[config.mk]
export PLATFORM = sky130hd
export DESIGN_NAME = poc_optic_ctrl
export DESIGN_NICKNAME = d
export VERILOG_FILES = /design/src/hw/poc_pkg.sv /design/src/hw/poc_optic_ctrl.sv /design/src/hw/poc_twi_edges.sv
export SDC_FILE = /design/constraint.sdc
export NUM_CORES = 2
export LEC_CHECK = 0
export BUFFER_PORTS_ARGS = -buffer_cell sky130_fd_sc_hd__buf_2
export CAP_MARGIN = 20
export CORE_ASPECT_RATIO = 0.7
export CORE_UTILIZATION = 55
export CTS_BUF_LIST = sky130_fd_sc_hd__clkbuf_4
export CTS_CLUSTER_SIZE = 24
export DETAILED_ROUTE_END_ITERATION = 10
export GPL_ROUTABILITY_DRIVEN = 0
export PLACE_DENSITY = 0.72
export SYNTH_ARGS = -nofsm -noshare
export SYNTH_HDL_FRONTEND = slang
export SYNTH_SLANG_ARGS = --single-unit
[constraint.sdc]
create_clock -name clk_sys -period 17.56 [get_ports clk_sys]
set_input_delay 2.634 -clock clk_sys [delete_from_list [all_inputs] [get_ports clk_sys]]
set_output_delay 2.634 -clock clk_sys [all_outputs]
set_load 0.05 [all_outputs]
[src/hw/poc_pkg.sv]
package poc_pkg;

    // ----------------------------------------
    // Two-wire device addresses (7-bit form)
    // ----------------------------------------
    localparam logic [6:0] DEV_ID = 7'h50;
    localparam logic [6:0] DEV_DIAG = 7'h51;
    localparam logic [6:0] DEV_TEST = 7'h58;

    // ----------------------------------------
    // Diagnostics page layout
    // ----------------------------------------
    localparam logic [7:0] OFS_CTRL = 8'h6e;
    localparam int BIT_PIN_OFF = 7;
    localparam int BIT_SOFT_OFF = 6;
    localparam int BIT_FAULT = 2;
    localparam int BIT_LOS = 1;
    localparam logic [7:0] OFS_MON = 8'h60;
    localparam int MON_N = 5;
    localparam logic [7:0] CTRL_RESET = 8'h00;

    // ----------------------------------------
    // Framing and timing
    // ----------------------------------------
    localparam logic [3:0] BYTE_BITS = 4'h8;
    localparam logic [3:0] LAST_BIT = 4'h7;
    localparam int TX_OFF_GAP_MS = 10;

    typedef enum {
        ST_IDLE,
        ST_ADDR,
        ST_OFS,
        ST_WDATA,
        ST_ACK,
        ST_RDATA,
        ST_RACK
    } poc_twi_st_e;

endpackage

[src/hw/poc_optic_ctrl.sv]
//
// Behaviour
// EEPROM-style two-wire slave link; host starts every transfer.
// Address 0xA0 selects a 256-byte identification memory.
// Address 0xA2 selects a 256-byte diagnostics and status memory.
// Address 0xB0 is reserved for test; host must not rely on it.
// Diagnostics page gives live temperature, supply, bias, tx, rx power.
// Transmit-off pin high shuts the transmitter; low allows operation.
// Undriven transmit-off reads high; transmitter off until driven low.
// Cycling transmit-off resets the fault state after a fault shutdown.
// Host leaves at least 10 ms between transmit-off assertions.
// Byte 110 bit 6 is software transmit-off; bit 7 shows the pin.
// Transmitter off is software bit OR transmit-off pin.
// Catastrophic laser fault raises the fault output and turns laser off.
// Fault output low when normal, high on fault; open collector.
// Fault latches high; clears only on transmit-off toggle or power cycle.
// Fault condition mirrored into byte 110 bit 2.
// Transmit-off and signal-loss flags mirrored into diagnostics memory.
// Eye-safety monitor forces the transmitter off on unsafe output.
// Signal-loss output low on adequate input, high when unusable.
// Signal-loss status mirrored into byte 110 bit 1.
//
`timescale 1ns/1ps
`default_nettype none

module poc_optic_ctrl (
    input wire logic clk_sys,
    input wire logic rst,
    input wire logic twi_scl,
    input wire logic twi_sda_in,
    output logic twi_sda_out,
    output logic twi_sda_oe,
    input wire logic tx_off_pin,
    input wire logic laser_fault_det,
    input wire logic eye_unsafe,
    input wire logic receive_signal_lost,
    input wire logic [15:0] mon_temp,
    input wire logic [15:0] mon_vcc,
    input wire logic [15:0] mon_bias,
    input wire logic [15:0] mon_tx_power,
    input wire logic [15:0] mon_rx_power,
    output logic laser_enable,
    output logic tx_fault_out,
    output logic tx_fault_oe,
    output logic receive_signal_lost_output
);

    // ----------------------------------------
    // State
    // ----------------------------------------
    typedef struct packed {
        poc_pkg::poc_twi_st_e st;
        logic [7:0] shift;
        logic [3:0] cnt;
        logic [7:0] ptr;
        logic page;
        logic rd;
        logic ofs_done;
        logic sda_oe;
        logic soft_off;
        logic pin_q;
        logic fault;
        logic laser_en;
        logic fault_oe;
        logic los;
    } poc_state_s;

    poc_state_s q, d;
    logic [7:0] mem [0:511];
    logic we;
    logic [7:0] rd_byte;
    logic [7:0] ctrl_byte;
    logic [15:0] mon [0:poc_pkg::MON_N-1];
    logic pin_fall;
    logic fault_set;
    logic scl_rise;
    logic scl_fall;
    logic start_seen;
    logic stop_seen;
    logic sda_bit;

    poc_twi_edges u_edges (
        .clk_sys(clk_sys),
        .rst(rst),
        .scl_in(twi_scl),
        .sda_in(twi_sda_in),
        .scl_rise(scl_rise),
        .scl_fall(scl_fall),
        .start_seen(start_seen),
        .stop_seen(stop_seen),
        .sda_bit(sda_bit)
    );

    assign mon[0] = mon_temp;
    assign mon[1] = mon_vcc;
    assign mon[2] = mon_bias;
    assign mon[3] = mon_tx_power;
    assign mon[4] = mon_rx_power;

    // ----------------------------------------
    // Status byte and read mux
    // ----------------------------------------
    always_comb begin
        ctrl_byte = poc_pkg::CTRL_RESET;
        ctrl_byte[poc_pkg::BIT_PIN_OFF] = q.pin_q;
        ctrl_byte[poc_pkg::BIT_SOFT_OFF] = q.soft_off;
        ctrl_byte[poc_pkg::BIT_FAULT] = q.fault;
        ctrl_byte[poc_pkg::BIT_LOS] = q.los;
    end

    always_comb begin
        rd_byte = mem[{q.page, q.ptr}];
        if (q.page) begin
            // Live values win over stored bytes, MSB first
            for (int i = 0; i < poc_pkg::MON_N; i++) begin
                if (q.ptr == poc_pkg::OFS_MON + 8'(2 * i)) begin
                    rd_byte = mon[i][15:8];
                end else if (q.ptr == poc_pkg::OFS_MON + 8'(2 * i + 1)) begin
                    rd_byte = mon[i][7:0];
                end
            end
            if (q.ptr == poc_pkg::OFS_CTRL) begin
                rd_byte = ctrl_byte;
            end
        end
    end

    // ----------------------------------------
    // Next state
    // ----------------------------------------
    assign pin_fall = q.pin_q & ~tx_off_pin;
    assign fault_set = laser_fault_det | eye_unsafe;

    always_comb begin
        d = q;
        we = 1'b0;

        // Transmitter control
        d.pin_q = tx_off_pin;
        // Set wins over the clearing toggle
        d.fault = fault_set | (q.fault & ~pin_fall);
        d.fault_oe = ~d.fault;
        d.los = receive_signal_lost;
        // Fault and eye-safety act as well, not only the OR pair
        d.laser_en = ~(q.soft_off | tx_off_pin |
            d.fault | eye_unsafe);

        // Two-wire slave, answers only on host clocking
        if (stop_seen) begin
            d.st = poc_pkg::ST_IDLE;
            d.sda_oe = 1'b0;
        end else if (start_seen) begin
            d.st = poc_pkg::ST_ADDR;
            d.cnt = '0;
            d.sda_oe = 1'b0;
            d.ofs_done = 1'b0;
        end else begin
            case (q.st)
                poc_pkg::ST_IDLE: begin
                    d.sda_oe = 1'b0;
                end
                poc_pkg::ST_ADDR, poc_pkg::ST_OFS, poc_pkg::ST_WDATA: begin
                    if (scl_rise && q.cnt < poc_pkg::BYTE_BITS) begin
                        d.shift = {q.shift[6:0], sda_bit};
                        d.cnt = q.cnt + 4'h1;
                    end else if (scl_fall && q.cnt == poc_pkg::BYTE_BITS) begin
                        d.cnt = '0;
                        if (q.st == poc_pkg::ST_ADDR) begin
                            if (q.shift[7:1] == poc_pkg::DEV_ID ||
                                q.shift[7:1] == poc_pkg::DEV_DIAG) begin
                                d.page = (q.shift[7:1] == poc_pkg::DEV_DIAG);
                                d.rd = q.shift[0];
                                d.sda_oe = 1'b1;
                                d.st = poc_pkg::ST_ACK;
                            end else begin
                                // Test page and strangers get no answer
                                d.st = poc_pkg::ST_IDLE;
                            end
                        end else if (q.st == poc_pkg::ST_OFS) begin
                            d.ptr = q.shift;
                            d.ofs_done = 1'b1;
                            d.sda_oe = 1'b1;
                            d.st = poc_pkg::ST_ACK;
                        end else begin
                            we = 1'b1;
                            if (q.page && q.ptr == poc_pkg::OFS_CTRL) begin
                                d.soft_off =
                                    q.shift[poc_pkg::BIT_SOFT_OFF];
                            end
                            d.ptr = q.ptr + 8'h01;
                            d.sda_oe = 1'b1;
                            d.st = poc_pkg::ST_ACK;
                        end
                    end
                end
                poc_pkg::ST_ACK: begin
                    if (scl_fall) begin
                        d.sda_oe = 1'b0;
                        d.cnt = '0;
                        if (q.rd) begin
                            d.shift = rd_byte;
                            d.ptr = q.ptr + 8'h01;
                            d.sda_oe = ~rd_byte[7];
                            d.st = poc_pkg::ST_RDATA;
                        end else if (q.ofs_done) begin
                            d.st = poc_pkg::ST_WDATA;
                        end else begin
                            d.st = poc_pkg::ST_OFS;
                        end
                    end
                end
                poc_pkg::ST_RDATA: begin
                    if (scl_fall) begin
                        d.cnt = q.cnt + 4'h1;
                        if (q.cnt == poc_pkg::LAST_BIT) begin
                            d.sda_oe = 1'b0;
                            d.st = poc_pkg::ST_RACK;
                        end else begin
                            d.shift = {q.shift[6:0], 1'b0};
                            d.sda_oe = ~q.shift[6];
                        end
                    end
                end
                poc_pkg::ST_RACK: begin
                    if (scl_rise) begin
                        // A not-acknowledge ends the read until the next start
                        if (sda_bit) begin
                            d.st = poc_pkg::ST_IDLE;
                        end else begin
                            d.st = poc_pkg::ST_ACK;
                        end
                    end
                end
                default: begin
                    d.st = poc_pkg::ST_IDLE;
                    d.sda_oe = 1'b0;
                end
            endcase
        end
    end

    // ----------------------------------------
    // Registers
    // ----------------------------------------
    always_ff @(posedge clk_sys) begin
        if (rst) begin
            q.st <= poc_pkg::ST_IDLE;
            q.shift <= '0;
            q.cnt <= '0;
            q.ptr <= '0;
            q.page <= 1'b0;
            q.rd <= 1'b0;
            q.ofs_done <= 1'b0;
            q.sda_oe <= 1'b0;
            q.soft_off <= 1'b0;
            // Pin taken as high until seen low
            q.pin_q <= 1'b1;
            q.fault <= 1'b0;
            q.laser_en <= 1'b0;
            q.fault_oe <= 1'b1;
            q.los <= 1'b0;
        end else begin
            q <= d;
        end
    end

    // No reset: contents behave like the nonvolatile array
    always_ff @(posedge clk_sys) begin
        if (we) begin
            mem[{q.page, q.ptr}] <= q.shift;
        end
    end

    // ----------------------------------------
    // Outputs
    // ----------------------------------------
    assign twi_sda_out = 1'b0;
    assign twi_sda_oe = q.sda_oe;
    assign laser_enable = q.laser_en;
    assign tx_fault_out = 1'b0;
    assign tx_fault_oe = q.fault_oe;
    assign receive_signal_lost_output = q.los;
endmodule // poc_optic_ctrl

`default_nettype wire

[src/hw/poc_twi_edges.sv]
`timescale 1ns/1ps
`default_nettype none

module poc_twi_edges (
    input wire logic clk_sys,
    input wire logic rst,
    input wire logic scl_in,
    input wire logic sda_in,
    output logic scl_rise,
    output logic scl_fall,
    output logic start_seen,
    output logic stop_seen,
    output logic sda_bit
);

    // ----------------------------------------
    // Previous line levels
    // ----------------------------------------
    typedef struct packed {
        logic scl;
        logic sda;
    } poc_edge_s;

    poc_edge_s q, d;

    always_comb begin
        d.scl = scl_in;
        d.sda = sda_in;
    end

    always_ff @(posedge clk_sys) begin
        if (rst) begin
            q <= '{scl: 1'b1, sda: 1'b1};
        end else begin
            q <= d;
        end
    end

    // Data only moves while the clock is low, so sda edges
    // with the clock high are framing markers
    assign scl_rise = scl_in & ~q.scl;
    assign scl_fall = ~scl_in & q.scl;
    assign start_seen = scl_in & q.scl & q.sda & ~sda_in;
    assign stop_seen = scl_in & q.scl & ~q.sda & sda_in;
    assign sda_bit = sda_in;

endmodule // poc_twi_edges

`default_nettype wire

==> impl_metrics.env <==
export IMPL_status="complete, but fails checks"
export IMPL_violations="DRC"
export IMPL_total_power_w=0.0181
export IMPL_nNetsFinal=8499
export IMPL_ys_seq_elements=4131
export IMPL_crit_top_cell="buf_4"
export IMPL_ctsHoldBuffers=0
export IMPL_antenna_found_initial=36
export IMPL_slowest_stage="a311oi_2"
export IMPL_whs_ns=0.556
export IMPL_num_vias=88800
export IMPL_core_area_sq_um=292000
export IMPL_worstMarginPinSlew_ns=1.49
export IMPL_synth_top_flop_cell="edfxtp_1"
export IMPL_syn_inst=7680
export IMPL_insertion_delay_ns=1.52
export IMPL_stdcell_count=13000
export IMPL_synth_edff_count=4096
export IMPL_clock_root_buffer="clkbuf_4"
export IMPL_cts_buffers=891
export IMPL_cts_setup_buffers=0
export IMPL_floorplan_die_height_um=455
export IMPL_path_buf_inv=4
export IMPL_drc=2
export IMPL_power_density_nw_per_um2=102
export IMPL_ios=94
export IMPL_crit_required_ns=18.94
export IMPL_tritoncts="yes"
export IMPL_synth_area_sq_um=162000
export IMPL_path_max_fanout=45
export IMPL_r2r_setup_slack_ns=10.18
export IMPL_area_delta_synth_final_pct=10.2
export IMPL_drtPass1Iterations=11
export IMPL_post_dp_hpwl_um=281000
export IMPL_fin_skew_ns=0.166
export IMPL_rr_worst_depth=13
export IMPL_row_count=166
export IMPL_startpoint_type="flip-flop"
export IMPL_async_flop_share_pct=0
export IMPL_grt_pass1_wl_um=654000
export IMPL_fin_tns_setup_ns=0
export IMPL_ir_worst_vdd_mv=0.0819
export IMPL_crit_type="reg -> reg"
export IMPL_cts_resized=0
export IMPL_relSlewSlack_pct=0.833
export IMPL_cp_cell_sequence="buf_4 > buf_4 > buf_4 > buf_4 > mux4_2 > a22oi_1 > a21oi_1 > or4_1 > a311oi_2 > o2111ai_1 > o31a_1 > o21ai_1 > o21ai_1"
export IMPL_place_inst=11400
export IMPL_overflow=0
export IMPL_final_cell_mix="edfxtp_1 (4096), clkbuf_4 (1330), mux4_2 (1032)"
export IMPL_track_usage_pct=31.4
export IMPL_hold_path_class="reg -> reg"
export IMPL_yosys_warnings=0
export IMPL_whs_path_depth=2
export IMPL_die_area_sq_um=296000
export IMPL_ant_nets=0
export IMPL_avgViaCountPerCell=6.84
export IMPL_max_freq_ghz=0.136
export IMPL_leakage_nw=52.2
export IMPL_htreeDepth=6
export IMPL_drv_cap=0
export IMPL_grt_max_degree=214
export IMPL_avgSynthCellArea_sq_um=21.0
export IMPL_period_needed_ns=7.38
export IMPL_drt_iter0_markers=16400
export IMPL_cp_depth=13
export IMPL_die_x_um=650
export IMPL_drv_slew=0
export IMPL_portBuffers=91
export IMPL_end_kind="flip-flop"
export IMPL_max_stage_delay_ns=1.03
export IMPL_grt_pass1_vias=86400
export IMPL_start_util_pct=55.3
export IMPL_clockBufferDepth=4
export IMPL_crit_family="buffers and inverters"
export IMPL_fin_ws_ns=10.18
export IMPL_netlist_cell_type_count=81
export IMPL_finalHoldViolations=0
export IMPL_cts_sinks=4131
export IMPL_finalSetupViolCount=0
export IMPL_post_route_period_util_pct=42.0
export IMPL_clkSlewWorstSetupHoldPaths_ns=0.08
export IMPL_layout_commonest_cell="edfxtp_1"
export IMPL_synth_sequential_area_ratio_pct=76.6
export IMPL_wirelength_um=469000
export IMPL_cp_data_arrival_time_ns=8.76
export IMPL_nFillCells=20200
export IMPL_rsz0062_at_grt="false"
export IMPL_wl_per_cell_um=36.1
export IMPL_dp_worst_setup_slack_ns=10.51
export IMPL_drive_gt1_share_pct=31.3
[routing by layer]
metal	GRT usage, %	vias up	part of all wire, %
met5	0	-	0.064
met4	14.4	38	5.3
met3	12.5	1333	17
met2	43.0	7815	42
met1	44.7	45400	36
li1	-	34200	-
[path summary, 6_finish.rpt]
kind                                                 from                         to
worst min register to register  ctrl_byte[6]$_SDFFE_PP0P_  ctrl_byte[6]$_SDFFE_PP0P_
worst max-delay path                   q[11]$_SDFFE_PP0P_         q[28]$_SDFFE_PP0P_
worst min-delay path            ctrl_byte[6]$_SDFFE_PP0P_  ctrl_byte[6]$_SDFFE_PP0P_
worst max register to register         q[11]$_SDFFE_PP0P_         q[28]$_SDFFE_PP0P_
[state kept, by name, summed over array words and instances, names as in the netlist]
register and flops:
tx_fault_oe 1, ctrl_byte 3, u_edges.q 2, receive_signal_lost_output 1, laser_enable 1, q 26
mem 4096, twi_sda_oe 1
[kinds of logic after synthesis]
| family | synth area share, % |
|---|---|
| DFF | 76.6 |
| muxes | 16.1 |
| and+or+nand+nor | 2.89 |
| AOI/OAI and AO/OA | 2.80 |
| buffers and inverters | 1.59 |
| adders and majority gates | 0.0465 |
| xor gates and xnor gates | 0.0217 |
| other | 0.00232 |
[cell usage after synthesis (all sizes together), types with 6 or more instances]
cell type | instances | share of area [%]
nor3 | 35 | 0.11
a22o | 19 | 0.10
o22ai | 44 | 0.17
dfxtp | 35 | 0.43
mux2i | 259 | 1.6
a2111oi | 11 | 0.071
o2111ai | 9 | 0.049
nor4b | 6 | 0.033
and2 | 7 | 0.027
or3b | 9 | 0.049
nor2b | 22 | 0.085
a22oi | 206 | 0.96
a41oi | 7 | 0.038
a21oi | 118 | 0.37
nor4 | 12 | 0.046
o211ai | 14 | 0.065
nand2 | 190 | 0.44
or2 | 8 | 0.031
ha | 6 | 0.046
nand2b | 16 | 0.062
and3 | 15 | 0.058
mux2 | 15 | 0.10
o221ai | 14 | 0.076
a221oi | 31 | 0.17
nand3 | 83 | 0.26
a211oi | 23 | 0.11
a32oi | 6 | 0.033
edfxtp | 4096 | 76
nand4 | 26 | 0.10
o21ai | 75 | 0.23
nor2 | 612 | 1.4
inv | 14 | 0.033
clkbuf | 186 | 0.43
or3 | 7 | 0.027
nand3b | 13 | 0.060
mux4 | 1032 | 14
a31oi | 26 | 0.10
buf | 304 | 1.1
[metrics by stage]
| stage | utilization (%) | cell area [sq um] |
|---|---|---|
| after floorplan | - | 162000 |
| after global placement | 57.0 | 166000 |
| after detailed placement | 57.0 | 167000 |
| after CTS | 60.9 | 178000 |
| after global routing | 60.9 | 178000 |
| final | 60.9 | 178000 |
[tightest hold or removal path, stage by stage, from the launching register on]
cell	delay, ns
dfxtp_1	0.36
o21ai_0	0.09
a21oi_1	0.06
[power breakdown]
part / total [W] / switching, W / internal [W]
sequential: 0.0107 / 0.00000397 / 0.0107
combinational: 0.0000469 / 0.0000351 / 0.0000118
clock: 0.00735 / 0.00374 / 0.00361
[final cells by class]
cell class	instances	area (sq um)	area share [%]
diodes	38	95.1	0.0534
clock buffers	1329	9980	5.60
clock inverters	247	1310	0.736
inverters	14	52.6	0.0295
multi-input cells	3046	35600	20.0
flip-flops and latches	4131	124000	69.5
well taps	3864	4830	2.72
repair buffers	321	2460	1.38
Power figures use the tool's default switching activity.
